===== src/asf_pkg.sv =====
// Package: constants and carriers for the security and set-features command block
package asf_pkg;
	// ------------------------------------------------------------
	// Command and subcommand codes
	// ------------------------------------------------------------
	localparam logic [7:0] CMD_SET_PW   = 8'hF1;
	localparam logic [7:0] CMD_UNLOCK   = 8'hF2;
	localparam logic [7:0] CMD_ERASE    = 8'hF4;
	localparam logic [7:0] CMD_SETFEAT  = 8'hEF;
	localparam logic [7:0] SF_8BIT_EN   = 8'h01;
	localparam logic [7:0] SF_8BIT_DIS  = 8'h81;
	localparam logic [7:0] SF_WC_EN     = 8'h02;
	localparam logic [7:0] SF_WC_DIS    = 8'h82;
	localparam logic [7:0] SF_XFER      = 8'h03;
	localparam logic [7:0] SF_APM_EN    = 8'h05;
	localparam logic [7:0] SF_APM_DIS   = 8'h85;
	localparam logic [7:0] SF_EXT_EN    = 8'h09;
	localparam logic [7:0] SF_EXT_DIS   = 8'h89;
	localparam logic [7:0] SF_PL1_EN    = 8'h0A;
	localparam logic [7:0] SF_PL1_DIS   = 8'h8A;
	localparam logic [7:0] SF_RLA_DIS   = 8'h55;
	localparam logic [7:0] SF_RLA_EN    = 8'hAA;
	localparam logic [7:0] SF_POR_DIS   = 8'h66;
	localparam logic [7:0] SF_POR_EN    = 8'hCC;
	localparam logic [7:0] SF_NOP_A     = 8'h69;
	localparam logic [7:0] SF_NOP_B     = 8'h96;
	localparam logic [7:0] SF_NOP_C     = 8'h97;
	localparam logic [7:0] SF_CUR_LIM   = 8'h9A;
	localparam logic [7:0] SF_LONG4     = 8'hBB;
	// ------------------------------------------------------------
	// Transfer type codes, sector layout, limits
	// ------------------------------------------------------------
	localparam logic [4:0] XT_PIO_DEF   = 5'h00;
	localparam logic [4:0] XT_PIO_FC    = 5'h01;
	localparam logic [4:0] XT_MDMA      = 5'h04;
	localparam logic [4:0] XT_UDMA      = 5'h08;
	localparam logic [2:0] XM_NO_IORDY  = 3'h1;
	localparam logic [2:0] PIO_IORDY_MIN = 3'h3;
	localparam int         CW_ID_BIT    = 0;
	localparam int         CW_LVL_BIT   = 8;
	localparam logic [7:0] PW_FIRST     = 8'h01;
	localparam logic [7:0] PW_LAST      = 8'h10;
	localparam logic [7:0] SECT_LAST    = 8'hFF;
	localparam logic [2:0] UNLOCK_TRIES = 3'h5;
	localparam logic [7:0] APM_MIN      = 8'h01;
	localparam logic [7:0] APM_MAX      = 8'hFE;
	localparam logic [7:0] STAT_DRDY    = 8'h40;
	localparam logic [7:0] STAT_ERR     = 8'h01;
	localparam logic [7:0] ERR_ABRT     = 8'h04;
	// ------------------------------------------------------------
	// Register map (word offsets) and fields
	// ------------------------------------------------------------
	localparam logic [3:0] REG_CFG      = 4'h0;
	localparam logic [3:0] REG_SEC      = 4'h1;
	localparam logic [3:0] REG_FEAT     = 4'h2;
	localparam logic [3:0] REG_MODE     = 4'h3;
	localparam int         CFG_NOIORDY  = 0;
	localparam int         CFG_NVCLR    = 1;

	typedef enum logic [1:0] {ASF_DMA_NONE, ASF_DMA_MW, ASF_DMA_UL} asf_dma_t;

	typedef struct packed {
		logic [7:0] code;
		logic [7:0] feat;
		logic [7:0] scnt;
	} asf_cmd_t;

	typedef struct packed {
		logic [7:0] status;
		logic [7:0] error;
		logic [7:0] cyl_lo;
		logic [7:0] cyl_hi;
	} asf_res_t;
endpackage : asf_pkg


===== src/asf_core.sv =====
// Module: security password and set-features command interpreter
// ------------------------------------------------------------
// ------------------------------------------------------------
//
// The address-and-strobe port and the address map are this design's own decisions.
module asf_core
	import asf_pkg::*;
#(
	parameter logic [2:0] PIO_MAX  = 3'h4,
	parameter logic [2:0] MDMA_MAX = 3'h2,
	parameter logic [2:0] UDMA_MAX = 3'h6,
	parameter logic [7:0] CUR_MIN  = 8'h01,
	parameter logic [7:0] CUR_MAX  = 8'h7D,
	parameter logic       WC_DEF   = 1'b1
) (
	// Clock and reset
	input  wire logic              clk,
	input  wire logic              nrst,
	input  wire logic              soft_rst,
	// Task file command
	input  wire logic              cmd_valid,
	input  wire asf_pkg::asf_cmd_t cmd,
	output logic                   cmd_ready,
	// Data sector words
	input  wire logic              dw_valid,
	input  wire logic [15:0]       dw_data,
	output logic                   dw_ready,
	// Completion
	output logic                   done,
	output asf_pkg::asf_res_t      res,
	// Cache flush handshake
	output logic                   flush_req,
	input  wire logic              flush_ack,
	// Data path indicators
	input  wire logic              data_reg_acc,
	output logic                   sixteen_bit_io_indicator,
	output logic                   low_lanes_only,
	output logic                   iordy_en,
	output logic                   look_ahead_en,
	output logic                   wcache_en,
	// Register port
	input  wire logic [3:0]        reg_addr,
	input  wire logic [15:0]       reg_wdata,
	input  wire logic              reg_wr,
	input  wire logic              reg_rd,
	output logic [15:0]            reg_rdata
);
	import asf_pkg::*;

	typedef enum logic [1:0] {ASF_IDLE, ASF_DATA, ASF_FLUSH} asf_st_t;

	asf_st_t        st_q;
	logic [7:0]     code_q;
	logic [7:0]     widx_q;
	logic           id_master_q;
	logic           lvl_new_q;
	logic           miss_q;
	logic [15:0]    user_pw [16];
	logic [15:0]    master_pw [16];
	logic           sec_en_q;
	logic           lvl_max_q;
	logic           locked_q;
	logic [2:0]     tries_q;
	logic           eight_q;
	logic           wc_q;
	logic           rla_q;
	logic           por_srst_q;
	logic           apm_en_q;
	logic [7:0]     apm_lvl_q;
	logic [7:0]     cur_q;
	logic [2:0]     pio_q;
	logic           no_iordy_q;
	asf_dma_t       dma_q;
	logic [2:0]     dma_mode_q;
	logic           cfg_noiordy_q;
	logic           take;
	logic           word;
	logic           last;
	logic           sf_bad;
	logic           ul_end;
	logic           ul_bad;
	logic           ul_dec;
	logic [3:0]     pw_i;
	logic [15:0]    pw_ref;
	logic           nv_clr;
	logic [4:0]     xtype;
	logic [2:0]     xmode;

	assign take     = cmd_valid && cmd_ready;
	assign word     = dw_valid && dw_ready;
	assign last     = word && (widx_q == SECT_LAST);
	assign pw_i     = 4'(widx_q - PW_FIRST);
	assign xtype    = cmd.scnt[7:3];
	assign xmode    = cmd.scnt[2:0];
	assign nv_clr   = reg_wr && (reg_addr == REG_CFG) && reg_wdata[CFG_NVCLR];

	// ------------------------------------------------------------
	// Handshakes and indicators
	// ------------------------------------------------------------
	assign cmd_ready = (st_q == ASF_IDLE);
	assign dw_ready  = (st_q == ASF_DATA);
	assign flush_req = (st_q == ASF_FLUSH);
	assign sixteen_bit_io_indicator = data_reg_acc && !eight_q;
	assign low_lanes_only = eight_q;
	assign iordy_en  = !no_iordy_q || (pio_q >= PIO_IORDY_MIN);
	assign look_ahead_en = rla_q;
	assign wcache_en = wc_q;

	// ------------------------------------------------------------
	// Set-features subcommand validity
	// ------------------------------------------------------------
	always_comb begin
		sf_bad = 1'b0;
		case (cmd.feat)
			SF_8BIT_EN, SF_8BIT_DIS, SF_WC_EN, SF_WC_DIS, SF_APM_DIS,
			SF_EXT_EN, SF_EXT_DIS, SF_PL1_EN, SF_PL1_DIS, SF_RLA_DIS,
			SF_RLA_EN, SF_POR_DIS, SF_POR_EN, SF_NOP_A, SF_NOP_B,
			SF_NOP_C, SF_CUR_LIM, SF_LONG4: sf_bad = 1'b0;
			SF_APM_EN: sf_bad = (cmd.scnt < APM_MIN) || (cmd.scnt > APM_MAX);
			SF_XFER: begin
				case (xtype)
					XT_PIO_DEF: sf_bad = (xmode > XM_NO_IORDY) ||
						((xmode == XM_NO_IORDY) && !cfg_noiordy_q);
					XT_PIO_FC: sf_bad = (xmode > PIO_MAX);
					XT_MDMA:   sf_bad = (xmode > MDMA_MAX);
					XT_UDMA:   sf_bad = (xmode > UDMA_MAX);
					default:   sf_bad = 1'b1;
				endcase
			end
			default: sf_bad = 1'b1;
		endcase
	end

	// ------------------------------------------------------------
	// Unlock evaluation at end of sector
	// ------------------------------------------------------------
	assign pw_ref = id_master_q ? master_pw[pw_i] : user_pw[pw_i];
	assign ul_end = last && (code_q == CMD_UNLOCK);
	assign ul_bad = ul_end && locked_q && ((id_master_q && lvl_max_q) || miss_q);
	assign ul_dec = ul_bad && !(id_master_q && lvl_max_q);

	// ------------------------------------------------------------
	// Command sequencer
	// ------------------------------------------------------------
	always_ff @(posedge clk) begin
		if (!nrst) begin
			st_q   <= ASF_IDLE;
			code_q <= 8'h00;
		end else begin
			case (st_q)
				ASF_IDLE: if (take) begin
					code_q <= cmd.code;
					if ((cmd.code == CMD_SET_PW) ||
						((cmd.code == CMD_UNLOCK) && (tries_q != 3'h0))) begin
						st_q <= ASF_DATA;
					end else if ((cmd.code == CMD_SETFEAT) && (cmd.feat == SF_WC_DIS)) begin
						st_q <= ASF_FLUSH;
					end
				end
				ASF_DATA:  if (last) st_q <= ASF_IDLE;
				ASF_FLUSH: if (flush_ack) st_q <= ASF_IDLE;
				default:   st_q <= ASF_IDLE;
			endcase
		end
	end

	// ------------------------------------------------------------
	// Sector word capture and compare
	// ------------------------------------------------------------
	always_ff @(posedge clk) begin
		if (!nrst || take) begin
			widx_q <= 8'h00;
			miss_q <= 1'b0;
		end else if (word) begin
			widx_q <= widx_q + 8'h01;
			if ((widx_q >= PW_FIRST) && (widx_q <= PW_LAST) && (dw_data != pw_ref)) begin
				miss_q <= 1'b1;
			end
		end
	end

	always_ff @(posedge clk) begin
		if (!nrst) begin
			id_master_q <= 1'b0;
			lvl_new_q   <= 1'b0;
		end else if (word && (widx_q == 8'h00)) begin
			id_master_q <= dw_data[CW_ID_BIT];
			lvl_new_q   <= dw_data[CW_LVL_BIT];
		end
	end

	// Password store survives reset
	always_ff @(posedge clk) begin
		if (word && (code_q == CMD_SET_PW) && (widx_q >= PW_FIRST) && (widx_q <= PW_LAST)) begin
			if (id_master_q) begin
				master_pw[pw_i] <= dw_data;
			end else begin
				user_pw[pw_i] <= dw_data;
			end
		end
	end

	// Security enable and level persist over reset; cleared from register
	always_ff @(posedge clk) begin
		if (last && (code_q == CMD_SET_PW) && !id_master_q) begin
			sec_en_q  <= 1'b1;
			lvl_max_q <= lvl_new_q;
		end else if (nv_clr) begin
			sec_en_q  <= 1'b0;
			lvl_max_q <= 1'b0;
		end
	end

	// ------------------------------------------------------------
	// Lock state and attempt counter
	// ------------------------------------------------------------
	always_ff @(posedge clk) begin
		if (!nrst) begin
			locked_q <= sec_en_q;
			tries_q  <= UNLOCK_TRIES;
		end else begin
			if (ul_end && locked_q && !ul_bad) locked_q <= 1'b0;
			if (nv_clr) locked_q <= 1'b0;
			if (ul_dec) tries_q <= tries_q - 3'h1;
		end
	end

	// ------------------------------------------------------------
	// Feature state
	// ------------------------------------------------------------
	always_ff @(posedge clk) begin
		if (!nrst || (soft_rst && por_srst_q)) begin
			eight_q    <= 1'b0;
			wc_q       <= WC_DEF;
			rla_q      <= 1'b1;
			apm_en_q   <= 1'b0;
			apm_lvl_q  <= APM_MAX;
			cur_q      <= CUR_MAX;
			pio_q      <= 3'h0;
			no_iordy_q <= 1'b0;
			dma_q      <= ASF_DMA_NONE;
			dma_mode_q <= 3'h0;
			if (!nrst) por_srst_q <= 1'b1;
		end else if (take && (cmd.code == CMD_SETFEAT) && !sf_bad) begin
			case (cmd.feat)
				SF_8BIT_EN:  eight_q <= 1'b1;
				SF_8BIT_DIS: eight_q <= 1'b0;
				SF_WC_EN:    wc_q <= 1'b1;
				SF_WC_DIS:   wc_q <= 1'b0;
				SF_APM_EN: begin
					apm_en_q  <= 1'b1;
					apm_lvl_q <= cmd.scnt;
				end
				SF_APM_DIS:  apm_en_q <= 1'b0;
				SF_RLA_DIS:  rla_q <= 1'b0;
				SF_RLA_EN:   rla_q <= 1'b1;
				SF_POR_DIS:  por_srst_q <= 1'b0;
				SF_POR_EN:   por_srst_q <= 1'b1;
				SF_CUR_LIM:  cur_q <= cmd.scnt;
				SF_XFER: begin
					case (xtype)
						XT_PIO_DEF: begin
							pio_q      <= 3'h0;
							no_iordy_q <= (xmode == XM_NO_IORDY);
						end
						XT_PIO_FC: begin
							pio_q      <= xmode;
							no_iordy_q <= 1'b0;
						end
						XT_MDMA: begin
							dma_q      <= ASF_DMA_MW;
							dma_mode_q <= xmode;
						end
						XT_UDMA: begin
							dma_q      <= ASF_DMA_UL;
							dma_mode_q <= xmode;
						end
						default: pio_q <= pio_q;
					endcase
				end
				default: eight_q <= eight_q;
			endcase
		end
	end

	// ------------------------------------------------------------
	// Completion and result
	// ------------------------------------------------------------
	always_ff @(posedge clk) begin
		if (!nrst) begin
			done <= 1'b0;
			res  <= '{status: STAT_DRDY, error: 8'h00, cyl_lo: 8'h00, cyl_hi: 8'h00};
		end else begin
			done <= 1'b0;
			if (take && !((cmd.code == CMD_SET_PW) ||
				((cmd.code == CMD_UNLOCK) && (tries_q != 3'h0)) ||
				((cmd.code == CMD_SETFEAT) && (cmd.feat == SF_WC_DIS)))) begin
				done <= 1'b1;
				if ((cmd.code == CMD_SETFEAT) && !sf_bad) begin
					res <= '{status: STAT_DRDY, error: 8'h00,
						cyl_lo: (cmd.feat == SF_CUR_LIM) ? CUR_MIN : 8'h00,
						cyl_hi: (cmd.feat == SF_CUR_LIM) ? CUR_MAX : 8'h00};
				end else begin
					res <= '{status: STAT_DRDY | STAT_ERR, error: ERR_ABRT,
						cyl_lo: 8'h00, cyl_hi: 8'h00};
				end
			end else if (last || ((st_q == ASF_FLUSH) && flush_ack)) begin
				done <= 1'b1;
				res  <= '{status: ul_bad ? (STAT_DRDY | STAT_ERR) : STAT_DRDY,
					error: ul_bad ? ERR_ABRT : 8'h00, cyl_lo: 8'h00, cyl_hi: 8'h00};
			end
		end
	end

	// ------------------------------------------------------------
	// Register port
	// ------------------------------------------------------------
	always_ff @(posedge clk) begin
		if (!nrst) begin
			cfg_noiordy_q <= 1'b0;
		end else if (reg_wr && (reg_addr == REG_CFG)) begin
			cfg_noiordy_q <= reg_wdata[CFG_NOIORDY];
		end
	end

	always_ff @(posedge clk) begin
		if (!nrst) begin
			reg_rdata <= 16'h0000;
		end else if (reg_rd) begin
			case (reg_addr)
				REG_CFG:  reg_rdata <= {15'h0000, cfg_noiordy_q};
				REG_SEC:  reg_rdata <= {10'h000, tries_q, lvl_max_q, sec_en_q, locked_q};
				REG_FEAT: reg_rdata <= {8'h00, apm_lvl_q[0], por_srst_q, apm_en_q,
					rla_q, wc_q, eight_q, iordy_en, no_iordy_q};
				REG_MODE: reg_rdata <= {cur_q[4:0], dma_q, dma_mode_q, 3'h0, pio_q};
				default:  reg_rdata <= 16'h0000;
			endcase
		end
	end
endmodule : asf_core


===== config.mk =====
export PLATFORM = sky130hd
export DESIGN_NAME = asf_core
export DESIGN_NICKNAME = d
export VERILOG_FILES = /design/src/asf_pkg.sv /design/src/asf_core.sv
export SDC_FILE = /design/constraint.sdc
export NUM_CORES = 1
export LEC_CHECK = 0
export BUFFER_PORTS_ARGS = -buffer_cell sky130_fd_sc_hd__buf_2
export CAP_MARGIN = 20
export CORE_ASPECT_RATIO = 1.5
export CORE_MARGIN = 4
export CORE_UTILIZATION = 60
export DETAILED_ROUTE_END_ITERATION = 12
export GPL_TIMING_DRIVEN = 1
export PLACE_DENSITY = 0.78
export SLEW_MARGIN = 20
export SYNTH_ARGS = -nofsm -noshare
export SYNTH_HDL_FRONTEND = slang
export SYNTH_SLANG_ARGS = --single-unit

===== constraint.sdc =====
create_clock -name clk -period 6 [get_ports clk]
set_input_delay 1.2 -clock clk [delete_from_list [all_inputs] [get_ports clk]]
set_output_delay 1.2 -clock clk [all_outputs]
set_load 0.02 [all_outputs]

# --- Yosys cells after proc, flatten, opt, wreduce, memory -nomap -nowiden ---
# Memory sizes are Yosys's and may differ from the RTL's.
# Index checks and enable logic that the tools add are counted.
totals:
  n_memories: 2
  word_cells: 202
  in_bits: 69
  ram_bits: 512
  ff_bits: 97
  out_inout_bits: 57
classes:
  n_lt_le_gt_ge: 9
  n_reduce_logical: 77
  eq_ne: 42
  add_sub_neg: 3
  muxes: 41
mem_list:
  columns: ["name", "depth", "word_bits", "rd", "rd_clocked_by_memory_dff", "write_ports", "line_no", "source"]
  rows:
  - ["master_pw", 16, 16, 1, 0, 1, "asf_core.sv:59", "logic [15:0] master_pw [16];"]
  - ["user_pw", 16, 16, 1, 0, 1, "asf_core.sv:58", "logic [15:0] user_pw [16];"]
op_table:
  columns: ["op", "count"]
  rows:
  - ["== test 8 bit, second input constant", 17]
  - ["2-to-1 mux 32 bit", 2]
  - ["one-hot mux 16 bit (4 select lines)", 1]
  - ["logical AND 1 bit", 29]
  - ["2-to-1 mux 25 bit", 1]
  - ["== test 8 x 7 -> 1 bit, second input constant", 3]
  - ["2-to-1 mux 1 bit", 18]
  - ["nonzero test 2 bit", 9]
  - ["OR reduction 18 bit", 1]
  - ["== test 8 x 2 -> 1 bit, second input constant", 2]
  - ["== test 8 x 4 -> 1 bit, second input constant", 2]
  - ["2-to-1 mux 16 bit", 1]
  - ["!= test 16 bit", 1]
  - ["AND reduction 2 bit", 8]
  - ["one-hot mux 1 bit (2 select lines)", 6]
  - ["AND reduction 3 bit", 4]
  - ["2-to-1 mux 2 bit", 5]
  - ["zero test 1 bit", 9]
  - ["logical OR 1 bit", 9]
  - ["adder 8 x 1 -> 8 bit, second input constant", 1]
  - ["== test 4 x 2 -> 1 bit, second input constant", 2]
  - ["== test 8 x 1 -> 1 bit, second input constant", 1]
  - ["== test 8 x 3 -> 1 bit, second input constant", 1]
  - ["greater-or-equal comparator 8 x 1 -> 1 bit, second input constant", 1]
  - ["other kinds (33)", 38]

# --- Longest topological paths before layout ---
# Gate-level depths: netlist (run 1).
depth:
  depth_word: 11
  depth_mapped: 18
  mapped_depth_nobuf: 10

# --- Worst setup path after synthesis (run 1) ---
# No wires, ideal clock.
synth_path:
  path_kind: "register -> register"
  start: "register widx_q[0]"
  end: "memory master_pw[11][0] (enable)"
  setup_time_ns: 0.430
  path_buffers: 5
  path_stages_with_launch: 11
  required_time_ns: 5.570
  t_arrival_ns: 3.841
  path_slack_ns: 1.729
  synth_period_minus_slack_ns: 4.271
  path_cell_list: "dfxtp_1 -> buf_6 -> buf_4 -> buf_4 -> inv_2 -> buf_2 -> ha_1 -> clkbuf_1 -> nor3b_1 -> mux2_2 -> nor4_1"
synth_between:
  elab_cells_between_ends: 7
  classes_between: "1 x add/sub; 2 x order compare; 2 x mux; 2 x reduce/logical"
synth_lines:
  columns: ["element", "line_no", "source"]
  rows:
  - ["start, declared", "asf_core.sv:54", "logic [7:0] widx_q;"]
  - ["start signal, assigned", "asf_core.sv:175", "widx_q <= widx_q + 8'h01;"]
  - ["subtractor 4 x 1 -> 4 bit", "asf_core.sv:92", "assign pw_i = 4'(widx_q - PW_FIRST);"]
  - ["net pw_i[0]", "asf_core.sv:83", "logic [3:0] pw_i;"]
  - ["end, declared", "asf_core.sv:59", null]
# The timed path passes the listed nets, and every way through them passes these cells.

# --- Worst setup path in the final report (run 1) ---
layout_path:
  start: "register widx_q[0]"
  end: "register miss_q"
layout_between:
  elab_chain_cells: 6
  elab_cells_between_ends: 10
  classes_between: "1 x add/sub; 2 x order compare; 1 x eq/ne; 1 x mux; 3 x reduce/logical; 2 x memory"
layout_rtl:
  columns: ["element", "line_no", "source"]
  rows:
  - ["subtractor 4 x 1 -> 4 bit", "asf_core.sv:92", null]
  - ["memory (16 x 16 bit) (on tied branches)", null, null]
  - ["2-to-1 mux 16 bit", "asf_core.sv:137", "assign pw_ref = id_master_q ? master_pw[pw_i] : user_pw[pw_i];"]
  - ["!= test 16 bit", "asf_core.sv:176", "if ((widx_q >= PW_FIRST) && (widx_q <= PW_LAST) && (dw_data != pw_ref)) begin"]
  - ["logical AND 1 bit (*)", "asf_core.sv:176", null]
  - ["AND reduction 2 bit (no line) (*)", null, null]
  - ["end signal, assigned", "asf_core.sv:173", "miss_q <= 1'b0;"]
  - ["end signal, assigned", "asf_core.sv:177", "miss_q <= 1'b1;"]
  - ["end, declared", "asf_core.sv:57", "logic miss_q;"]
# Every way passes the cells marked *; elsewhere a longest branch is shown, timed or not.
# A chain may end at the register's enable or synchronous reset.

==> results of run 1 <==
-- worst max-delay path, delay by kind of cell (launching register included) --
family	cells	cell delay [ns]
compound gates	3	0.48
flops	1	0.68
mux	2	0.59
buf+inv	2	0.67
simple gates	2	0.60
fa+ha+maj	1	0.72
xor+xnor	1	0.40
-- layout by cell type, fill, tap and decap left out, types with 9 or more instances in the layout --
master and instances:
and3_1 24, clkbuf_1 11, nand3_1 63, mux4_2 113, nor2b_1 44, nand2_1 98, inv_1 16, nand4_1 29
and2_1 26, nor3_1 14, dfxtp_1 63, o21ai_0 12, buf_2 89, edfxtp_1 515, nor2_1 38, mux2_2 20
a21boi_0 11, buf_4 18, clkbuf_16 52, xor2_1 13, a21oi_1 25, conb_1 23, xnor2_1 9, mux2i_1 56
-- registers in the layout (all words and copies together) (netlist names), 2 cells and up --
register	count
tries_q	3
dma_q	2
pio_q	3
widx_q	8
res	2
reg_rdata	16
dma_mode_q	3
code_q	8
user_pw	256
master_pw	256
st_q	2
cur_q	5
-- worst max-delay path by stage --
stage | depth (start not counted) | from | end | slack (ns)
2_1_floorplan | 10 | widx_q[0] | master_pw[11][0] | 1.73
3_3_place_gp | 11 | widx_q[0] | miss_q | 1.63
3_5_place_dp | 11 | widx_q[0] | miss_q | 1.61
4_1_cts | 11 | widx_q[0] | miss_q | 1.58
5_1_grt | 11 | widx_q[0] | tries_q[2] | 1.44
6_report | 11 | widx_q[0] | miss_q | 1.65
-- stage by stage --
step,util [%],worst slack (ns),hold WS [ns],instances
2_1_floorplan,-,1.729,0.4295,1455
3_3_place_gp,62.91,1.634,0.4404,1959
3_5_place_dp,62.95,1.611,0.4462,1960
4_1_cts,66.93,1.581,0.4559,2046
5_1_grt,66.97,1.444,0.4937,2047
6_report,66.97,1.652,0.4578,2047
-- layer usage --
layer	vias up	routed length (um)	share of wire, %
met1	6727	19280	36
met5	-	0	0
li1	5776	-	-
met3	124	3857	7.2
met4	0	2202	4.1
met2	680	28570	53
-- logic make-up (layout without fill, tap and decap cells) --
family                   count (synthesis)  count (layout)  share of synthesized area [%]
adder cells (fa/ha/maj)                  7               7                         0.3650
flip-flops                             579             579                          69.79
XOR/XNOR                                24              24                         0.8760
buffers and inverters                  121             213                          2.732
AND/OR/NAND/NOR                        390             390                          8.682
AO/OA/AOI/OAI                          122             122                          3.640
other                                    2              23                        0.03130
multiplexers                           189             189                          13.88
-- final cells by class --
cell class                      count  share of cell area (%)
Tap cell                          500                   2.370
Sequential cell                   579                   63.45
Inverter                           16                  0.2275
Timing Repair Buffer              111                   2.483
Clock inverter                     20                  0.7014
Clock buffer                       66                   5.242
Multi-Input combinational cell    755                   25.53
-- report_power, final --
group          leakage, nW  total, mW  internal, mW  switching, mW
registers             5.14       4.39          4.39        0.00347
clock network        0.774       3.11          1.75           1.36
logic                 2.68      0.162        0.0380          0.124
==> run summary, run 1 <==
Synth Register Bits - 579
Peak VDD IR - 0.2290 mV
Worst Path Arrival - 4.77 ns
worst endpoint required time - 6.42 ns
Setup TNS Final - 0 ns
fillcell total - 2,525
detailed placement HPWL - 33,420 um
met2 Resource Use GR - 44.30%
met1 Use GR - 32.16%
most used flip-flop cell after synthesis - edfxtp_1
fin nets - 1,589
crit-path max FO - 49
worst r2r src - widx_q[0]
DRT iter0 DRCs - 1,484
Avg Synthesized Cell Area - 16.73 um^2
most used routing layer - met2
reg2reg end - miss_q
H-tree depth - 2
Worst path slowest cell - ha_4
ratio of cells with drive above 1 in the final layout - 21.46%
Avg Vias per Cell - 6.501
post-cts resize count - 0
Tcrit/Tclk final - 72.47%
post-synthesis sequential area ratio - 69.79%
Synth warnings - 0
synth cell count leaders - edfxtp_1 (515), mux4_2 (113), nand2_1 (98)
cts hold-fix bufs - 0
Synth cell types - 73
dominant cells by area after synthesis - edfxtp_1 (64%), mux4_2 (11%), dfxtp_1 (5.3%), mux2i_1 (2.3%), nand2_1 (1.5%)
port bufs - 88
most numerous cell in the Yosys netlist - edfxtp_1
global-route wire length before repair - 81,650 um
vias post-DR - 13,307
DRT Pass-1 Iters - 6
Syn Inst Count - 1,434
GRT overflow - 0
Synth top area share - 64.45%
clk_lat worst skew - 0.57 ns
Synth area leader - edfxtp_1
Final Critical Period - 4.348 ns
# rows - 89
vias in the first global route - 13,413
Clk pin slew, worst setup/hold paths - 0.06 ns
antenna-violating nets left - 0
Final Hold Viols - 0
met3 Use GR - 3.233%
Post-synth EDFFs - 515
Crit Path Class - flop to flop
Worst Hold Class - flop to flop
Initial Utilization - 60.87%
Worst-Margin Slew - 1.159 ns
async set or reset register ratio after synthesis - 0%
Routed WL per cell - 26.33 um
CTS tree - built
Static Leak - 8.601 nW
clock sinks - 579
# setup viols final - 0
Ant. Diodes - 0
placer congestion estimate - 0.8793
Layout area overhead - 10.03%
Post-Syn Area - 23,990 um^2
RSZ-0062 raised after global routing - no
Tot Pwr - 7.664 mW
hold path start - apm_lvl_q[0]
multi-input logic area - 6740 um^2
Post-CTS Setup Repair Bufs - 0
CP peak stage delay - 0.72 ns
DP Area - 24,820 um^2
Placeable Area - 39,420 um^2
r2r setup slk - 1.65 ns
clk buf depth - 3
Die W - 171.3 um
GRT Util Overall - 25.12%
type of origin of the critical path - flop
largest net degree at the start of global routing - 50
WL final - 53,900 um
hold depth - 2
Max Freq - 230.0 MHz
Reg2Reg Depth - 11
Die H - 252.9 um
WHS Endpoint - apm_lvl_q[0]
status - finished, final reports clean
Root Driver - clkbuf_16
Max-Cap Viols - 0
CP Capture Type - flop
fin area - 26,400 um^2
die area - 43,320 um^2
DRC - 0
clock buffer count from CTS - 50
clk_skew - 0.01738 ns
FF/Latch Area - 16,750 um^2
IO Count - 126
pwr dens - 290.3 nW/um^2
initial antenna violation count - 0
Slew Limit Fails - 0
Max-Slew Margin vs Limit - 22.73%
worst-path cell chain - inv_2 > ha_4 > buf_12 > mux4_2 > mux2i_1 > a32oi_1 > o211ai_1 > xor2_1 > nand4_1 > nor4_1 > a211oi_1
Note: power is estimated with default switching activity, not from simulation.
==> run 2: changes to the inputs <==
CORE_UTILIZATION = 55   (was 60)
PLACE_DENSITY = 0.76   (was 0.78)
clock period = 3.6 ns   (was 6 ns; I/O delays follow)
==> run 2 against run 1 <==
Compared with the run above:
- sequential power grew 67%
- routed wire length rose by 4.1%
- count of clock-buffer cells in the layout shrank 3
- largest cell class unchanged
- worst setup slack got worse by 1.6 ns
- design area up 2.0%
- die area grew 8.7%
- hold slack lost 0.041 ns
- largest power group unchanged
- cell count grew 6.6%
- critical endpoint unchanged
- non-clock buffer count increased by 65
==> run summary, run 2 (synthesis results as in run 1) <==
Root Driver - clkbuf_16
status - finished, final reports clean
clk buf depth - 3
antenna-violating nets left - 0
most used routing layer - met2
Crit Path Class - flop to flop
type of origin of the critical path - flop
Die W - 178.5 um
WL final - 56,080 um
WHS Endpoint - master_pw[15][8]
placer congestion estimate - 0.8797
cts hold-fix bufs - 0
Critical Path Start - widx_q[0]
worst endpoint required time - 4.04 ns
GRT Util Overall - 23.79%
initial antenna violation count - 0
worst-path cell chain - inv_2 > ha_4 > xnor2_2 > nand2_1 > a32oi_1 > o211ai_1 > xor2_1 > nand2_1 > nor4_1 > a211oi_1
hold path start - dw_data[8]
Post-CTS Setup Repair Bufs - 0
Tcrit/Tclk final - 97.74%
clock sinks - 579
Final Critical Period - 3.519 ns
clk_skew - 0.01693 ns
Layout area overhead - 12.24%
# setup viols final - 0
leading cell type in the layout, fill and taps excluded - edfxtp_1
most frequent cells in the layout - edfxtp_1 (515), mux4_2 (113), nand2_1 (98)
Reg2Reg Depth - 10
fin nets - 1,653
Worst Path Arrival - 3.96 ns
DRT iter0 DRCs - 1,219
Clk pin slew, worst setup/hold paths - 0.07 ns
Static Leak - 8.911 nW
CP peak stage delay - 0.79 ns
met2 Resource Use GR - 42.24%
Initial Utilization - 55.73%
Max-Slew Margin vs Limit - 31.45%
detailed placement HPWL - 36,030 um
worst path bufs/invs - 1
# rows - 93
Placeable Area - 43,050 um^2
CP Capture Type - flop
IO Count - 126
GRT overflow - 0
global-route wire length before repair - 84,050 um
port bufs - 88
die area - 47,100 um^2
cell mode on critical path - nand2_1
DRC - 0
Max Freq - 284.2 MHz
RSZ-0062 raised after global routing - no
pwr dens - 464.7 nW/um^2
worst r2r src - widx_q[0]
largest net degree at the start of global routing - 65
Final Hold Viols - 0
met1 Use GR - 29.42%
vias in the first global route - 13,732
Ant. Diodes - 0
Worst-Margin Slew - 1.023 ns
clock buffer count from CTS - 49
Core Util, Final - 62.55%
Max-Cap Viols - 0
Die H - 263.8 um
CTS tree - built
Worst Hold Class - input pin to flop
DRT Pass-1 Iters - 7
fillcell total - 2,925
Setup TNS Final - 0 ns
Largest regs - master_pw (256), user_pw (256), reg_rdata (16)
Avg Vias per Cell - 6.244
CP top delay family - XOR/XNOR gates
Worst path slowest cell - xnor2_2
Peak VDD IR - 0.3893 mV
Slew Limit Fails - 0
met3 Use GR - 2.891%
H-tree depth - 2
hold depth - 1
post-cts resize count - 0
vias post-DR - 13,630
crit-path max FO - 14
r2r setup slk - 0.08 ns
Routed WL per cell - 25.69 um
reg2reg end - miss_q
clk_lat worst skew - 0.59 ns
ratio of cells with drive above 1 in the final layout - 24.36%
run 2: power by group:
part	switching, mW	leakage, nW	internal (mW)
Sequential	0.00598	5.14	7.31
Combinational	0.214	3.05	0.0684
Clock	2.32	0.714	2.60
Total	2.54	8.91	9.97
run 2: worst max-delay path by stage:
| stage | to | slack, ns | depth (start not counted) |
|---|---|---|---|
| 2_1_floorplan | master_pw[3][0] | 0.02 | 10 |
| 3_3_place_gp | dma_mode_q[1] | 0.35 | 9 |
| 3_5_place_dp | user_pw[12][7] | 0.28 | 9 |
| 4_1_cts | miss_q | 0.20 | 10 |
| 5_1_grt | user_pw[12][14] | 0.03 | 9 |
| 6_report | miss_q | 0.08 | 10 |
run 2: per-layer routing:
metal  part of all wire (%)  wire length (um)
met5                      0                 0
met4                    4.4              2482
met3                    6.9              3871
met2                     53             29870
met1                     35             19860
run 2: through the flow:
stage          area [um^2]  power [mW]  std cells  worst slack [ns]  hold slack (ns)
2_1_floorplan        24090       7.594       1455           0.01661           0.4295
3_3_place_gp         25480       7.724       2096            0.3458           0.4438
3_5_place_dp         25480       7.737       2096            0.2760           0.4526
4_1_cts              26930       12.58       2183            0.1960           0.3964
5_1_grt              26930       12.89       2183           0.02920           0.3985
6_report             26930       12.52       2183           0.08147           0.4171
run 2: layout make-up:
class / count / area (um^2) / share of cell area, %
tap: 570 / 713.2 / 2.648
multi-input combinational: 755 / 6743 / 25.04
sequential: 579 / 16750 / 62.19
inverter: 16 / 60.06 / 0.2230
timing repair buffer: 176 / 1214 / 4.506
clock buffer: 63 / 1279 / 4.748
clock inverter: 24 / 173.9 / 0.6458
run 2: worst register-to-register path, delay by kind of cell, from the launching register on:
kind | cells | cell delay (ns)
AO/OA/AOI/OAI | 3 | 0.77
adder cells (fa/ha/maj) | 1 | 0.22
AND/OR/NAND/NOR | 3 | 0.72
XOR/XNOR | 2 | 1.14
buffers and inverters | 1 | 0.08
flip-flops | 1 | 0.45
==> run 3: changes to the inputs <==
CORE_ASPECT_RATIO = not set   (was 1.5)
==> run 3 against run 2 <==
Compared with the run above:
- first-iteration DRC count increased by 21%
- maximum frequency up 1.7%
- clock power is 26% higher
- sequential cell count unchanged
- via count barely moved
- design area grew 2.2%
- power up 10%
- non-clock buffer count increased by 1
- critical path depth up 1
- combinational power grew 1%
- largest power group unchanged
==> run summary, run 3 (synthesis results as in run 1) <==
cell-internal power - 11.05 mW
DRT Pass-1 Iters - 5
leading cell type in the layout, fill and taps excluded - edfxtp_1
Die W - 216.9 um
worst endpoint required time - 4.07 ns
Max-Slew Margin vs Limit - 51.40%
pwr dens - 500.8 nW/um^2
Max-Cap Viols - 0
ratio of cells with drive above 1 in the final layout - 25.29%
clock sinks - 579
Root Driver - clkbuf_16
Final Critical Period - 3.461 ns
clk_skew - 0.01906 ns
met3 routed WL - 5110 um
H-tree depth - 2
clock buffer count from CTS - 56
Worst Path Arrival - 3.94 ns
Setup TNS Final - 0 ns
Die H - 216.9 um
DR WL met2 - 28,020 um
initial antenna violation count - 1
Static Leak - 9.147 nW
Flop pwr share - 53.1%
Crit Path Class - flop to flop
placer congestion estimate - 0.8640
sw frac - 19.82%
die area - 47,030 um^2
largest net degree at the start of global routing - 59
post-cts resize count - 0
Layout area overhead - 14.69%
clk_lat worst skew - 0.61 ns
antenna-violating nets left - 0
# setup viols final - 0
DRC - 0
Avg Vias per Cell - 6.144
vias in the first global route - 13,637
# rows - 76
Largest regs - master_pw (256), user_pw (256), reg_rdata (16)
CP Capture Type - flop
crit-path max FO - 20
fin nets - 1,661
Max Freq - 289.0 MHz
type of origin of the critical path - flop
Inst Count DP - 2,112
most frequent cells in the layout - edfxtp_1 (515), mux4_2 (113), nand2_1 (98)
vias post-DR - 13,639
final non-filler cell total - 2,220
DRT iter0 DRCs - 1,471
Placeable Area - 43,080 um^2
RSZ-0062 raised after global routing - no
status - finished, final reports clean
Worst-Margin Slew - 0.7279 ns
detailed placement HPWL - 35,670 um
Psw - 2.731 mW
GRT Util Overall - 24.46%
Clk pin slew, worst setup/hold paths - 0.06 ns
Routed WL per cell - 25.83 um
IO Count - 126
WL final - 57,350 um
Worst Hold Class - input pin to flop
Initial Utilization - 55.70%
Top Layer Used - met4
Slew Limit Fails - 0
Clock power frac - 44.8%
DRT met1 WL - 22,420 um
Core Util, Final - 63.89%
global-route wire length before repair - 85,880 um
port bufs - 88
CTS tree - built
GRT overflow - 0
Tcrit/Tclk final - 96.13%
cts hold-fix bufs - 0
Final Hold Viols - 0
clk buf depth - 3
Peak VDD IR - 0.4083 mV
Post-CTS Setup Repair Bufs - 0
Gate power share - 2.1%
[run 3: area by class of cell]
cell class              count  area, um^2
repair buffers            177        1284
clock inverters            36       449.2
inverters                  16       60.06
diodes                      2       5.005
well taps                 585       732.0
fillers                  2981       15560
flip-flops and latches    579       16750
clock buffers              70        1495
multi-input cells         755        6745
[run 3: path summary, 6_finish.rpt]
path	start	end	slack [ns]	cells past startpoint
setup / recovery	widx_q[0]	miss_q	0.14	11
hold / removal	reg_wdata[0]	cfg_noiordy_q	0.38	3
setup reg to reg	widx_q[0]	miss_q	0.14	11
hold reg to reg	code_q[7]	code_q[7]	0.47	2
[run 3: worst max-delay path: stages, from the launching register on]
cell,delay (ns)
dfxtp_4,0.46
inv_2,0.08
ha_4,0.40
buf_12,0.22
mux4_2,0.33
mux4_2,0.45
mux2i_1,0.21
xor2_1,0.28
nand4_1,0.15
nor4_1,0.49
buf_4,0.19
a211oi_1,0.05
[run 3: power groups by stage]
stage | sequential (mW) | combinational [mW] | clock, mW
5_1_grt | 7.31 | 0.312 | 6.59
6_report | 7.32 | 0.287 | 6.18
2_1_floorplan | 7.46 | 0.129 | 0
3_5_place_dp | 7.46 | 0.282 | 0
4_1_cts | 7.32 | 0.283 | 6.27
3_3_place_gp | 7.46 | 0.270 | 0
[run 3: through the flow]
stage | area, um^2 | worst slack, ns | hold WS, ns | power [mW]
6_report | 27520 | 0.1395 | 0.3788 | 13.78
3_3_place_gp | 25570 | 0.1726 | 0.4478 | 7.729
4_1_cts | 27520 | 0.1630 | 0.3445 | 13.87
5_1_grt | 27520 | 0.03488 | 0.3645 | 14.21
2_1_floorplan | 24090 | 0.01661 | 0.4295 | 7.594
3_5_place_dp | 25570 | 0.1713 | 0.4618 | 7.742
[run 3: routing by layer]
layer / vias to the layer above / global-route usage [%]
met2: 683 / 39.88
met4: 0 / 7.971
met5: - / 0
met1: 6921 / 33.73
li1: 5928 / -
met3: 107 / 4.929
